$ cat src/verilog/mepm_cfg.svh
// offsets, field positions, reset values and timing of the pin monitor
`ifndef MEPM_CFG_SVH
`define MEPM_CFG_SVH

// system clock and tick periods
`define MEPM_CLK_NS         5
`define MEPM_TICK_LP_US     5
`define MEPM_TICK_PWM_US    15

// register byte offsets
`define MEPM_OFS_CTRL       8'h00
`define MEPM_OFS_LOW_LIM    8'h04
`define MEPM_OFS_HIGH_LIM   8'h08
`define MEPM_OFS_STAT       8'h0C

// field positions
`define MEPM_CTRL_MODE_BIT  0
`define MEPM_CTRL_DIS_BIT   1
`define MEPM_CTRL_DRV_BIT   2
`define MEPM_STAT_FLAG_BIT  0
`define MEPM_STAT_CNT_LSB   4

// reset values
`define MEPM_CTRL_RST       3'h2
`define MEPM_LIM_RST        8'h01
`define MEPM_PIN_RST        1'b1

// bus answers
`define MEPM_RESP_OKAY      2'h0
`define MEPM_RESP_SLVERR    2'h2

`endif

$ cat src/verilog/mepm_pkg.sv
// types shared by the pin monitor files
package mepm_pkg;

    // device operating state, driven by the device state machine
    typedef enum logic [1:0] {
        MEPM_DEV_INIT   = 2'b00,
        MEPM_DEV_DIAG   = 2'b01,
        MEPM_DEV_ACTIVE = 2'b10,
        MEPM_DEV_SAFE   = 2'b11
    } mepm_dev_e;

    // software control word
    typedef struct packed {
        logic drv_req;
        logic mon_dis;
        logic mode_lp;
    } mepm_ctrl_s;

endpackage : mepm_pkg

$ cat src/verilog/mepm_monitor.sv
// error pin monitor with axi4-lite registers
//
// The address map and the AXI4-Lite interface to the registers were left to the implementer.
`timescale 1ns/1ps
`include "mepm_cfg.svh"
module mepm_monitor
    import mepm_pkg::*;
#(
    parameter int LIM_W  = 8,
    parameter int ADDR_W = 8
) (
    input  wire logic              clk_sys_i,
    input  wire logic              rstn_i,
    input  wire logic              ce_i,
    input  wire logic              mcu_fault_input_pin_i,
    input  wire logic [1:0]        dev_state_i,
    input  wire logic              drv_block_i,
    output logic                   drive_enable_output_o,
    output logic                   safe_req_o,
    input  wire logic [ADDR_W-1:0] s_axi_awaddr,
    input  wire logic              s_axi_awvalid,
    output logic                   s_axi_awready,
    input  wire logic [31:0]       s_axi_wdata,
    input  wire logic [3:0]        s_axi_wstrb,
    input  wire logic              s_axi_wvalid,
    output logic                   s_axi_wready,
    output logic [1:0]             s_axi_bresp,
    output logic                   s_axi_bvalid,
    input  wire logic              s_axi_bready,
    input  wire logic [ADDR_W-1:0] s_axi_araddr,
    input  wire logic              s_axi_arvalid,
    output logic                   s_axi_arready,
    output logic [31:0]            s_axi_rdata,
    output logic [1:0]             s_axi_rresp,
    output logic                   s_axi_rvalid,
    input  wire logic              s_axi_rready
);

    localparam int TICK_LP  = `MEPM_TICK_LP_US * 1000 / `MEPM_CLK_NS;
    localparam int TICK_PWM = `MEPM_TICK_PWM_US * 1000 / `MEPM_CLK_NS;
    localparam logic [11:0] TICK_LP_M1  = 12'(TICK_LP - 1);
    localparam logic [11:0] TICK_PWM_M1 = 12'(TICK_PWM - 1);

    generate
        if (LIM_W < 2 || LIM_W > 8 || ADDR_W < 4 || TICK_PWM > 4096)
        begin : g_bad_par
            $error("mepm_monitor: unsupported parameter values");
        end
    endgenerate

    mepm_dev_e dev_state;
    assign dev_state = mepm_dev_e'(dev_state_i);

    // ---------------- bus slave ----------------
    logic              aw_rdy_reg;
    logic              w_rdy_reg;
    logic              aw_full_reg;
    logic              w_full_reg;
    logic [ADDR_W-1:0] aw_addr_reg;
    logic [31:0]       w_data_reg;
    logic [3:0]        w_strb_reg;
    logic              bvalid_reg;
    logic [1:0]        bresp_reg;
    logic              ar_rdy_reg;
    logic              rvalid_reg;
    logic [31:0]       rdata_reg;
    logic [1:0]        rresp_reg;

    // handshakes and write decode
    wire aw_hs   = s_axi_awvalid && aw_rdy_reg;
    wire w_hs    = s_axi_wvalid && w_rdy_reg;
    wire b_hs    = bvalid_reg && s_axi_bready;
    wire ar_hs   = s_axi_arvalid && ar_rdy_reg;
    wire r_hs    = rvalid_reg && s_axi_rready;
    wire wr_fire = aw_full_reg && w_full_reg && !bvalid_reg;
    wire wr_b0   = wr_fire && w_strb_reg[0];
    wire in_diag = (dev_state == MEPM_DEV_DIAG);
    wire wa_ctrl = (aw_addr_reg == ADDR_W'(`MEPM_OFS_CTRL));
    wire wa_low  = (aw_addr_reg == ADDR_W'(`MEPM_OFS_LOW_LIM));
    wire wa_high = (aw_addr_reg == ADDR_W'(`MEPM_OFS_HIGH_LIM));
    wire wa_stat = (aw_addr_reg == ADDR_W'(`MEPM_OFS_STAT));
    wire wa_ok   = wa_ctrl || wa_low || wa_high || wa_stat;
    wire wr_ctrl = wr_b0 && wa_ctrl;
    // locked limits answer okay but keep their value
    wire wr_low  = wr_b0 && wa_low && in_diag;
    wire wr_high = wr_b0 && wa_high && in_diag;
    wire clr_wr  = wr_b0 && wa_stat &&
                   !w_data_reg[`MEPM_STAT_FLAG_BIT];

    // write address and data are held until both have arrived
    always_ff @(posedge clk_sys_i) begin
        if (!rstn_i) begin
            aw_rdy_reg  <= 1'b1;
            w_rdy_reg   <= 1'b1;
            aw_full_reg <= 1'b0;
            w_full_reg  <= 1'b0;
            aw_addr_reg <= '0;
            w_data_reg  <= 32'h0000_0000;
            w_strb_reg  <= 4'h0;
        end else if (ce_i) begin
            if (aw_hs) begin
                aw_addr_reg <= s_axi_awaddr;
                aw_full_reg <= 1'b1;
                aw_rdy_reg  <= 1'b0;
            end else if (wr_fire) begin
                aw_full_reg <= 1'b0;
            end else if (b_hs) begin
                aw_rdy_reg  <= 1'b1;
            end
            if (w_hs) begin
                w_data_reg <= s_axi_wdata;
                w_strb_reg <= s_axi_wstrb;
                w_full_reg <= 1'b1;
                w_rdy_reg  <= 1'b0;
            end else if (wr_fire) begin
                w_full_reg <= 1'b0;
            end else if (b_hs) begin
                w_rdy_reg  <= 1'b1;
            end
        end
    end

    // write response
    always_ff @(posedge clk_sys_i) begin
        if (!rstn_i) begin
            bvalid_reg <= 1'b0;
            bresp_reg  <= `MEPM_RESP_OKAY;
        end else if (ce_i) begin
            if (wr_fire) begin
                bvalid_reg <= 1'b1;
                bresp_reg  <= wa_ok ? `MEPM_RESP_OKAY : `MEPM_RESP_SLVERR;
            end else if (b_hs) begin
                bvalid_reg <= 1'b0;
            end
        end
    end

    // ---------------- registers ----------------
    mepm_ctrl_s       ctrl_reg;
    logic [LIM_W-1:0] low_limit_value_reg;
    logic [LIM_W-1:0] high_limit_value_reg;
    logic             fault_reg;
    logic [3:0]       safe_entry_counter_reg;

    // control and limit registers
    always_ff @(posedge clk_sys_i) begin
        if (!rstn_i) begin
            ctrl_reg             <= mepm_ctrl_s'(`MEPM_CTRL_RST);
            low_limit_value_reg  <= LIM_W'(`MEPM_LIM_RST);
            high_limit_value_reg <= LIM_W'(`MEPM_LIM_RST);
        end else if (ce_i) begin
            if (wr_ctrl) begin
                ctrl_reg.mode_lp <= w_data_reg[`MEPM_CTRL_MODE_BIT];
                ctrl_reg.mon_dis <= w_data_reg[`MEPM_CTRL_DIS_BIT];
                ctrl_reg.drv_req <= w_data_reg[`MEPM_CTRL_DRV_BIT];
            end
            if (wr_low) begin
                low_limit_value_reg <= w_data_reg[LIM_W-1:0];
            end
            if (wr_high) begin
                high_limit_value_reg <= w_data_reg[LIM_W-1:0];
            end
        end
    end

    // read decode
    logic [31:0] rd_mux;
    logic        ra_ok;
    always_comb begin
        rd_mux = 32'h0000_0000;
        ra_ok  = 1'b1;
        unique case (s_axi_araddr)
            ADDR_W'(`MEPM_OFS_CTRL):     rd_mux[2:0] = ctrl_reg;
            ADDR_W'(`MEPM_OFS_LOW_LIM):  rd_mux[LIM_W-1:0] =
                                             low_limit_value_reg;
            ADDR_W'(`MEPM_OFS_HIGH_LIM): rd_mux[LIM_W-1:0] =
                                             high_limit_value_reg;
            ADDR_W'(`MEPM_OFS_STAT): begin
                rd_mux[`MEPM_STAT_FLAG_BIT] = fault_reg;
                rd_mux[`MEPM_STAT_CNT_LSB +: 4] = safe_entry_counter_reg;
            end
            default:                     ra_ok = 1'b0;
        endcase
    end

    // read channel, data captured as the address is taken
    always_ff @(posedge clk_sys_i) begin
        if (!rstn_i) begin
            ar_rdy_reg <= 1'b1;
            rvalid_reg <= 1'b0;
            rdata_reg  <= 32'h0000_0000;
            rresp_reg  <= `MEPM_RESP_OKAY;
        end else if (ce_i) begin
            if (ar_hs) begin
                ar_rdy_reg <= 1'b0;
                rvalid_reg <= 1'b1;
                rdata_reg  <= rd_mux;
                rresp_reg  <= ra_ok ? `MEPM_RESP_OKAY : `MEPM_RESP_SLVERR;
            end else if (r_hs) begin
                rvalid_reg <= 1'b0;
                ar_rdy_reg <= 1'b1;
            end
        end
    end

    // ---------------- error_signal_monitor ----------------
    logic        pin_prev_reg;
    logic        en_prev_reg;
    logic [11:0] pre_reg;
    logic [LIM_W-1:0] lo_cnt;
    logic [LIM_W-1:0] hi_cnt;
    logic        lo_hit;
    logic        hi_hit;

    // edge and enable detection; the pin is already synchronous
    wire pin      = mcu_fault_input_pin_i;
    wire mon_en   = !ctrl_reg.mon_dis;
    wire pwm_mode = !ctrl_reg.mode_lp;
    wire en_rise  = mon_en && !en_prev_reg;
    wire pin_fall = pin_prev_reg && !pin;
    wire pin_rise = !pin_prev_reg && pin;
    wire pin_edge = pin_fall || pin_rise;
    wire [11:0] tick_m1 = pwm_mode ? TICK_PWM_M1 : TICK_LP_M1;
    wire tick     = (pre_reg == tick_m1);
    wire lo_err   = mon_en && lo_hit;
    wire hi_err   = mon_en && pwm_mode && hi_hit;
    wire err_det  = lo_err || hi_err;
    // a detected error restarts its own counter at zero
    wire lo_clr   = !mon_en || pin_fall || (en_rise && !pin) ||
                    lo_err;
    wire hi_clr   = !mon_en || !pwm_mode || pin_rise ||
                    (en_rise && pin) || hi_err;
    // low counter stops, holding, while the pin is high
    wire lo_inc   = mon_en && !pin && tick;
    wire hi_inc   = mon_en && pwm_mode && pin && tick;

    // tick timer restarts on every edge so ticks align to the partner
    always_ff @(posedge clk_sys_i) begin
        if (!rstn_i) begin
            pin_prev_reg <= `MEPM_PIN_RST;
            en_prev_reg  <= 1'b0;
            pre_reg      <= 12'h000;
        end else if (ce_i) begin
            pin_prev_reg <= pin;
            en_prev_reg  <= mon_en;
            if (!mon_en || pin_edge || en_rise || tick) begin
                pre_reg <= 12'h000;
            end else begin
                pre_reg <= pre_reg + 12'h001;
            end
        end
    end

    mepm_pulse_cnt #(
        .W       (LIM_W)
    ) u_low_cnt (
        .clk_sys_i (clk_sys_i),
        .rstn_i    (rstn_i),
        .ce_i      (ce_i),
        .clr_i     (lo_clr),
        .inc_i     (lo_inc),
        .limit_i   (low_limit_value_reg),
        .cnt_o     (lo_cnt),
        .hit_o     (lo_hit)
    );

    mepm_pulse_cnt #(
        .W       (LIM_W)
    ) u_high_cnt (
        .clk_sys_i (clk_sys_i),
        .rstn_i    (rstn_i),
        .ce_i      (ce_i),
        .clr_i     (hi_clr),
        .inc_i     (hi_inc),
        .limit_i   (high_limit_value_reg),
        .cnt_o     (hi_cnt),
        .hit_o     (hi_hit)
    );

    // ---------------- fault flag and safe entry ----------------
    logic safe_arm_reg;
    logic safe_req_reg;
    logic drv_en_reg;

    // set wins over a clear written in the same cycle
    always_ff @(posedge clk_sys_i) begin
        if (!rstn_i) begin
            fault_reg <= 1'b0;
        end else if (ce_i) begin
            if (err_det) begin
                fault_reg <= 1'b1;
            end else if (clr_wr) begin
                fault_reg <= 1'b0;
            end
        end
    end

    // safe request trails the flag by one cycle, only from active
    always_ff @(posedge clk_sys_i) begin
        if (!rstn_i) begin
            safe_arm_reg           <= 1'b0;
            safe_req_reg           <= 1'b0;
            safe_entry_counter_reg <= 4'h0;
        end else if (ce_i) begin
            safe_arm_reg <= err_det && (dev_state == MEPM_DEV_ACTIVE);
            safe_req_reg <= safe_arm_reg;
            if (safe_arm_reg) begin
                safe_entry_counter_reg <= safe_entry_counter_reg + 4'h1;
            end
        end
    end

    // drive enable follows the request unless the flag or drv_block_i blocks it
    always_ff @(posedge clk_sys_i) begin
        if (!rstn_i) begin
            drv_en_reg <= 1'b0;
        end else if (ce_i) begin
            drv_en_reg <= ctrl_reg.drv_req && !fault_reg &&
                          !drv_block_i;
        end
    end

    assign drive_enable_output_o = drv_en_reg;
    assign safe_req_o            = safe_req_reg;
    assign s_axi_awready         = aw_rdy_reg;
    assign s_axi_wready          = w_rdy_reg;
    assign s_axi_bvalid          = bvalid_reg;
    assign s_axi_bresp           = bresp_reg;
    assign s_axi_arready         = ar_rdy_reg;
    assign s_axi_rvalid          = rvalid_reg;
    assign s_axi_rdata           = rdata_reg;
    assign s_axi_rresp           = rresp_reg;

    // ---------------- checks ----------------
    flag_set_a: assert property (@(posedge clk_sys_i) disable iff (!rstn_i)
        ce_i && err_det |=> fault_reg)
        else $error("fault flag not set after detection");

    safe_entry_a: assert property (@(posedge clk_sys_i)
        disable iff (!rstn_i)
        ce_i && err_det && dev_state == MEPM_DEV_ACTIVE ##1 ce_i
        |=> safe_req_reg)
        else $error("no safe request two cycles after error");

    diag_nosafe_a: assert property (@(posedge clk_sys_i)
        disable iff (!rstn_i)
        ce_i && dev_state == MEPM_DEV_DIAG && !safe_arm_reg ##1 ce_i
        |=> !safe_req_reg)
        else $error("safe request raised from diagnostic");

    drv_block_a: assert property (@(posedge clk_sys_i)
        disable iff (!rstn_i)
        ce_i && fault_reg |=> !drive_enable_output_o)
        else $error("drive enable high while flag set");

    entry_count_a: assert property (@(posedge clk_sys_i)
        disable iff (!rstn_i)
        ce_i && safe_arm_reg
        |=> safe_entry_counter_reg == $past(safe_entry_counter_reg) + 4'h1)
        else $error("safe entry counter did not advance");

    limit_lock_a: assert property (@(posedge clk_sys_i)
        disable iff (!rstn_i)
        ce_i && wr_b0 && wa_low && !in_diag
        |=> $stable(low_limit_value_reg))
        else $error("low limit changed outside diagnostic");

    fall_clear_a: assert property (@(posedge clk_sys_i)
        disable iff (!rstn_i)
        ce_i && mon_en && pin_fall |=> lo_cnt == '0)
        else $error("low counter not cleared on falling edge");

    rise_clear_a: assert property (@(posedge clk_sys_i)
        disable iff (!rstn_i)
        ce_i && mon_en && pin_rise |=> hi_cnt == '0)
        else $error("high counter not cleared on rising edge");

    flag_sticky_a: assert property (@(posedge clk_sys_i)
        disable iff (!rstn_i)
        ce_i && fault_reg && !clr_wr |=> fault_reg)
        else $error("fault flag dropped without a clear");

    idle_off_a: assert property (@(posedge clk_sys_i)
        disable iff (!rstn_i)
        ce_i && !mon_en |=> lo_cnt == '0 && hi_cnt == '0)
        else $error("pulse counter running while monitor disabled");

    err_active_c: cover property (@(posedge clk_sys_i)
        disable iff (!rstn_i) safe_req_reg);
    err_diag_c: cover property (@(posedge clk_sys_i)
        disable iff (!rstn_i) err_det && in_diag);
    high_err_c: cover property (@(posedge clk_sys_i)
        disable iff (!rstn_i) hi_err);
    flag_clear_c: cover property (@(posedge clk_sys_i)
        disable iff (!rstn_i) fault_reg ##1 !fault_reg);

endmodule : mepm_monitor

$ cat src/verilog/mepm_pulse_cnt.sv
// one pulse-duration counter with limit compare
`timescale 1ns/1ps
module mepm_pulse_cnt
    import mepm_pkg::*;
#(
    parameter int W = 8
) (
    input  wire logic         clk_sys_i,
    input  wire logic         rstn_i,
    input  wire logic         ce_i,
    input  wire logic         clr_i,
    input  wire logic         inc_i,
    input  wire logic [W-1:0] limit_i,
    output logic      [W-1:0] cnt_o,
    output logic              hit_o
);

    generate
        if (W < 2) begin : g_bad_w
            $error("mepm_pulse_cnt: W must be at least 2");
        end
    endgenerate

    logic [W-1:0] cnt_reg;
    logic [W-1:0] cnt_next;
    wire          at_max = &cnt_reg;

    // saturate so a very long phase cannot wrap back below the limit
    assign cnt_next = clr_i ? '0
                    : (inc_i && !at_max) ? cnt_reg + {{(W-1){1'b0}}, 1'b1}
                    : cnt_reg;

    // hit on equality, or at once when a lowered limit is passed;
    // a zero count never hits, so an unsupported zero limit acts as a limit of one
    assign hit_o = (cnt_reg != '0) && (cnt_reg >= limit_i);
    assign cnt_o = cnt_reg;

    // counter register
    always_ff @(posedge clk_sys_i) begin
        if (!rstn_i) begin
            cnt_reg <= '0;
        end else if (ce_i) begin
            cnt_reg <= cnt_next;
        end
    end

endmodule : mepm_pulse_cnt

$ cat config.mk
export PLATFORM = sky130hd
export DESIGN_NAME = mepm_monitor
export DESIGN_NICKNAME = d
export VERILOG_FILES = /design/src/verilog/mepm_pkg.sv /design/src/verilog/mepm_monitor.sv /design/src/verilog/mepm_pulse_cnt.sv
export VERILOG_INCLUDE_DIRS = /design/src /design/src/verilog
export SDC_FILE = /design/constraint.sdc
export NUM_CORES = 1
export LEC_CHECK = 0
export BUFFER_PORTS_ARGS = -buffer_cell sky130_fd_sc_hd__buf_4
export CAP_MARGIN = 10
export CELL_PAD_IN_SITES_DETAIL_PLACEMENT = 1
export CELL_PAD_IN_SITES_GLOBAL_PLACEMENT = 1
export CORE_ASPECT_RATIO = 1.75
export CORE_UTILIZATION = 40
export CTS_CLUSTER_DIAMETER = 50
export DETAILED_ROUTE_END_ITERATION = 7
export GPL_TIMING_DRIVEN = 1
export PLACE_DENSITY_LB_ADDON = 0.12
export SLEW_MARGIN = 25
export SYNTH_ARGS = -nofsm -noshare
export SYNTH_HDL_FRONTEND = slang
export SYNTH_SLANG_ARGS = --single-unit
$ cat constraint.sdc
create_clock -name clk_sys_i -period 3.1 [get_ports clk_sys_i]
set_input_delay 0.62 -clock clk_sys_i [delete_from_list [all_inputs] [get_ports clk_sys_i]]
set_output_delay 0.62 -clock clk_sys_i [all_outputs]
set_load 0.01 [all_outputs]
## Word-level counts from Yosys, hierarchy flattened

Cells that the tools add are included.

| word-level totals | value |
|---|---|
| bits in registers | 93 |
| input bits | 64 |
| output and inout bits | 43 |
| word-level logic and storage cells | 166 |

| cells by class | value |
|---|---|
| add/subtract/negate cells | 4 |
| $lt $le $gt $ge | 2 |
| eq/ne operators | 11 |
| multiplexer cells | 28 |
| reduce and logical (&&, ||, !) cells | 93 |

Operators by type and width:

| kind | count |
|---|---|
| $logic_and A1 B1 Y1 | 34 |
| $eq A8 B4 Y1 const B | 4 |
| $mux W8 | 4 |
| $reduce_and A2 Y1 | 15 |
| $mux W12 | 2 |
| $reduce_bool A2 Y1 | 9 |
| $add A8 B1 Y8 const B | 2 |
| $eq A8 B3 Y1 const B | 2 |
| $ge A8 B8 Y1 | 2 |
| $logic_not A8 Y1 | 2 |
| $mux W1 | 16 |
| $reduce_and A8 Y1 | 2 |
| $reduce_bool A8 Y1 | 2 |
| $logic_or A1 B1 Y1 | 15 |
| $add A12 B1 Y12 const B | 1 |
| $eq A12 B12 Y1 | 1 |
| $pmux W4 S3 | 1 |
| $logic_not A1 Y1 | 11 |
| $pmux W2 S3 | 1 |
| $reduce_and A3 Y1 | 2 |
| $add A4 B1 Y4 const B | 1 |
| $mux W2 | 2 |
| $ne A2 B2 Y1 const B | 2 |
| $pmux W1 S4 | 1 |
| other kinds (4) | 4 |

## Longest topological paths before layout

| depth | value |
|---|---|
| word-level depth | 7 |
| mapped depth | 8 |
| mapped depth without buffers | 8 |

## By module

Synthesis repeated with hierarchy kept, for this count alone.

| unflattened totals | value |
|---|---|
| cell total of the unflattened synthesis | 555 |
| area total of the unflattened synthesis | 4877.2 sq um |

Modules (own cells, without submodules):

| module | instances | cells each | area each (sq um) |
|---|---|---|---|
| mepm_monitor | 1 | 389 | 3473.3 |
| mepm_pulse_cnt | 2 | 83 | 701.9 |

## Least setup slack after synthesis

OpenSTA, ideal clock, no wires.

| timing path | value |
|---|---|
| path kind | register -> register |
| from | register u_high_cnt.cnt_reg[0] (netlist: u_high_cnt.cnt_o[0]) |
| to | register u_high_cnt.cnt_reg[2] (netlist: u_high_cnt.cnt_o[2]) |
| setup time | 87 ps |
| arrival time | 2228 ps |
| data required time | 3013 ps |
| path slack | 785 ps |
| cell stages (with the launch flop) | 9 |
| path buffers | 0 |
| clock period less this slack | 2315 ps |
| cell sequence | dfxtp_1 -> inv_1 -> ha_1 -> nand2b_1 -> a2111oi_0 -> nor4bb_1 -> nor4_4 -> nand3_2 -> o31ai_1 |

| on the way | value |
|---|---|
| word-level cells in the longest chain between the ends | 6 |
| elaborated cells on any way between the ends | 13 |
| those cells by class | 1 x add/sub; 1 x order compare; 2 x mux; 9 x reduce/logical |

Ends and longest elaborated chain:

| what | line | source |
|---|---|---|
| start: declaration | mepm_pulse_cnt.sv:24 | `logic [W-1:0] cnt_reg;` |
| start signal: assignment | mepm_pulse_cnt.sv:43 | `cnt_reg <= cnt_next;` |
| $ge A8 B8 Y1 / $reduce_bool A8 Y1 (equally long branches) | mepm_pulse_cnt.sv:35 | `assign hit_o = (cnt_reg != '0) && (cnt_reg >= limit_i);` |
| $logic_and A1 B1 Y1 | mepm_pulse_cnt.sv:35 |  |
| $logic_and A1 B1 Y1 | mepm_monitor.sv:226 | `wire hi_err = mon_en && pwm_mode && hi_hit;` |
| $logic_or A1 B1 Y1 | mepm_monitor.sv:232 | `(en_rise && pin) \|\| hi_err;` |
| $reduce_bool A2 Y1 (no line) | -- |  |
| $reduce_and A2 Y1 (no line) | -- |  |

Several ways; a longest one is shown, not always the timed one. The select of a mux whose other input is x is not followed.
A chain may end at the register's enable or synchronous reset.

## Worst setup path in the final report

| timing path | value |
|---|---|
| from | register u_high_cnt.cnt_reg[0] (netlist: u_high_cnt.cnt_o[0]) |
| to | register u_high_cnt.cnt_reg[5] (netlist: u_high_cnt.cnt_o[5]) |

Same word-level chain as after synthesis.

==> flow_summary_export.csv <==
group,metric,value,unit
timing,timing.final.crit_share,0.872,
clock_network,numClockSinks,91,
route,drc,4,
timing,clock.fmax,0.370,GHz
route,wl_met3,240,um
clock_network,clock_tree.root_cell,"sky130_fd_sc_hd__clkbuf_16",
pwr,power.ir.vdd_worst,338,uV
final_layout,insertedDiodeCount,0,
clock_network,h-tree-depth,3,
clock_network,cts_post_setup_buffers_inserted,0,
worst_setup_path,worst_reg2reg_setup_slack,0.40,ns
yosys,synth_edf_count,0,
global_route,grt_antenna_before_repair,0,
worst_setup_path,worst_r2r_startpoint,"u_high_cnt.cnt_o[0]",
final_layout,post_layout_nonfiller_instances,751,
yosys,synthesis.area,0.00474,sq mm
yosys,synth_xor_xnor_area_share,0.0240,
die,start_util,0.411,
placed_design,numPortBuffers,53,
timing,period_needed,2.70,ns
worst_setup_path,timing.critical_path.slowest_stage_cell,"sky130_fd_sc_hd__a2111oi_0",
clock_network,max-clock-path-buffers,2,
final_layout,layout_commonest_cell,"sky130_fd_sc_hd__dfxtp_1",
min_path,min-delay-start,"aw_addr_reg[5]",
route,postRouteWirelength,12600,um
timing,finalSetupViolCount,0,
yosys,ys_seq_elements,91,
yosys,yosysTopAreaCell,"sky130_fd_sc_hd__dfxtp_1",
global_route,largest_net_degree_at_the_start_of_global_routing,57,
clock_network,cts-resized-gates,0,
yosys,synth_top_flop_cell,"sky130_fd_sc_hd__dfxtp_1",
final_layout,final_cell_mix,"91 x sky130_fd_sc_hd__dfxtp_1, 72 x sky130_fd_sc_hd__nand2_1, 62 x sky130_fd_sc_hd__nor2_1",
final_layout,fillCellCount,1402,
min_path,holdCritPathClass,"register to register",
route,initialDrtViolationCount,91,
placed_design,postPlaceCellArea,0.00513,sq mm
timing,hold_violations,0,
die,design.portCount,107,
clock_network,postCtsHoldBufs,0,
yosys,ys_top_cells_by_area,"sky130_fd_sc_hd__dfxtp_1 38%, sky130_fd_sc_hd__ha_1 6.3%, sky130_fd_sc_hd__nand2_1 5.7%",
route,vias_per_cell,5.50,
timing,setup-tns-final,0,ns
placed_design,dp.cells,735,
worst_setup_path,path_cells,"inv_1 -> ha_1 -> nand2b_1 -> a2111oi_0 -> nor4bb_1 -> nor4_4 -> nand3_2 -> o31ai_1",
worst_setup_path,worst_ep_arrival_time,2.97,ns
global_route,grt_first_pass_wirelength,20700,um
timing,worst-slew-pin-transition,0.614,ns
worst_setup_path,start_kind,"register",
route,final_antenna_net_count,0,
die,die_area,0.0123,sq mm
die,die_y,146,um
clock_network,cts_buffers,9,
global_route,grt_pass1_vias,4225,
clock_network,path_clk_slew,0.07,ns
timing,timing.final.max_slew_violations,0,
yosys,share_of_yosys_cell_area_claimed_by_the_top_area_cell_type,0.385,
yosys,synth.area.mux_share,0.0513,
global_route,grt_usage,0.214,
yosys,yosysSeqAreaShare,0.385,
clock_network,tritoncts,"done",
pwr,report.power.total,2580,uW
yosys,synth_top_family_by_area,"simple AND/OR/NAND/NOR gates",
route,met1_length,4910,um
yosys,synth_cell_type_count,60,
die,num_rows,52,
yosys,synth-warning-count,0,
min_path,hold_path_depth,2,
placed_design,place_hpwl,9710,um
worst_setup_path,delay_of_the_slowest_cell_on_the_worst_path,0.50,ns
yosys,synth_compound_gate_area_share,0.142,
final_layout,layout-drive-gt1-share,0.135,
route,via_count,4128,
outcome,failed_checks,"design-rule violations",
yosys,postSynthCellCount,565,
final_layout,largest_register_ff_count,12,
route,wl_per_cell,16.8,um
yosys,post_synth_fa_ha_maj_area_fraction,0.0634,
yosys,synth_simple_gate_area_share,0.250,
yosys,asyncSetResetFlopFracSynth,0,
worst_setup_path,timing.setup.critical_path_class,"register to register",
worst_setup_path,largest_fanout_on_the_critical_path,6,
yosys,mapped_avg_cell_area,8.38,sq um
die,die-width,84.3,um
final_layout,num-nets-final,699,
timing,rsz0062_at_grt,"no",
worst_setup_path,crit-reg2reg-capture,"u_high_cnt.cnt_o[5]",
clock_network,insertion_delay,0.35,ns
final_layout,stdcell_area,0.00545,sq mm
timing,max-slew-margin-rel,0.585,
timing,fin_worst_skew,0.00754,ns
outcome,outcome,"finished, violations left",
worst_setup_path,critical_path.endpoint_type,"register",
route,top_layer,"met4",
worst_setup_path,cp.required,3.36,ns
route,dr_wl_met2,7140,um
placed_design,place.gp.congestion,0.812,
worst_setup_path,worstRegToRegCells,8,
global_route,grt_overflow,0,
final_layout,layout-area-overhead-vs-synth,15.2,%
die,design.core.area,0.0115,sq mm
timing,hold_slack,0.455,ns
min_path,whs_endpoint,"aw_addr_reg[5]",
pwr,p_leak,0.00218,uW
flow_run,cap_violations,0,
pwr,cellPowerDensity,472,mW/mm^2
route,detailed_routing_iteration_count_for_the_pre_antenna_repair_pass,6,
cell usage after synthesis, drive strengths merged (4+ instances only):
| cell | n |
|---|---|
| or4 | 5 |
| nor2b | 5 |
| o211ai | 4 |
| o31ai | 7 |
| and3 | 13 |
| a21oi | 40 |
| nor3 | 10 |
| clkbuf | 19 |
| o21a | 5 |
| a22oi | 10 |
| dfxtp | 91 |
| ha | 24 |
| a41oi | 5 |
| nand3 | 20 |
| buf | 29 |
| a31oi | 7 |
| xor2 | 12 |
| nor2 | 62 |
| nand4 | 14 |
| inv | 23 |
| mux2i | 22 |
| and2 | 4 |
| o21ai | 23 |
| and4b | 4 |
| nand2 | 72 |
critical path, delay by kind of cell, from the launching register on:
family | cells | cell delay (ns)
adder cells (fa/ha/maj) | 1 | 0.28
flip-flops | 1 | 0.43
AND/OR/NAND/NOR | 4 | 0.99
buffers and inverters | 1 | 0.13
AO/OA/AOI/OAI | 2 | 0.78
routing by layer:
layer	up-vias	global-route usage
met4	0	0.0983
met1	2011	0.225
li1	2035	-
met5	-	0
met2	59	0.415
met3	23	0.0233
how the worst max path moves through the flow:
stage	start	endpoint	slack, ns	cells after the start
floorplan	u_high_cnt.cnt_o[0]	u_high_cnt.cnt_o[2]	0.79	8
global placement	pre_reg[0]	u_high_cnt.cnt_o[5]	0.54	7
detailed placement	u_high_cnt.cnt_o[0]	u_high_cnt.cnt_o[5]	0.44	8
CTS	u_high_cnt.cnt_o[0]	u_high_cnt.cnt_o[5]	0.37	8
global route	u_high_cnt.cnt_o[0]	u_high_cnt.cnt_o[6]	0.22	8
finish	u_high_cnt.cnt_o[0]	u_high_cnt.cnt_o[5]	0.40	8
through the flow:
| stage | util | setup WS, ns |
|---|---|---|
| global route | 0.474 | 0.218 |
| detailed placement | 0.445 | 0.445 |
| finish | 0.474 | 0.396 |
| floorplan | - | 0.785 |
| CTS | 0.474 | 0.373 |
| global placement | 0.445 | 0.544 |
final cells by class:
class,instances,area [sq um],area share
sequential,91,1820,0.334
multi-input combinational,427,2610,0.479
tap,135,169,0.0310
clock inverter,6,97.6,0.0179
inverter,24,91.3,0.0167
clock buffer,10,229,0.0420
timing repair buffer,58,435,0.0798
power breakdown:
group / switching [uW] / internal, uW / total (uW)
logic: 101 / 65.9 / 167
registers: 17.6 / 1190 / 1210
clock network: 485 / 718 / 1200
kinds of logic after synthesis:
family,Yosys count
compound gates,109
xor+xnor,13
fa+ha+maj,24
buf+inv,72
flops,91
mux,23
other cells,1
simple gates,232
(Power assumes the default switching activity.)
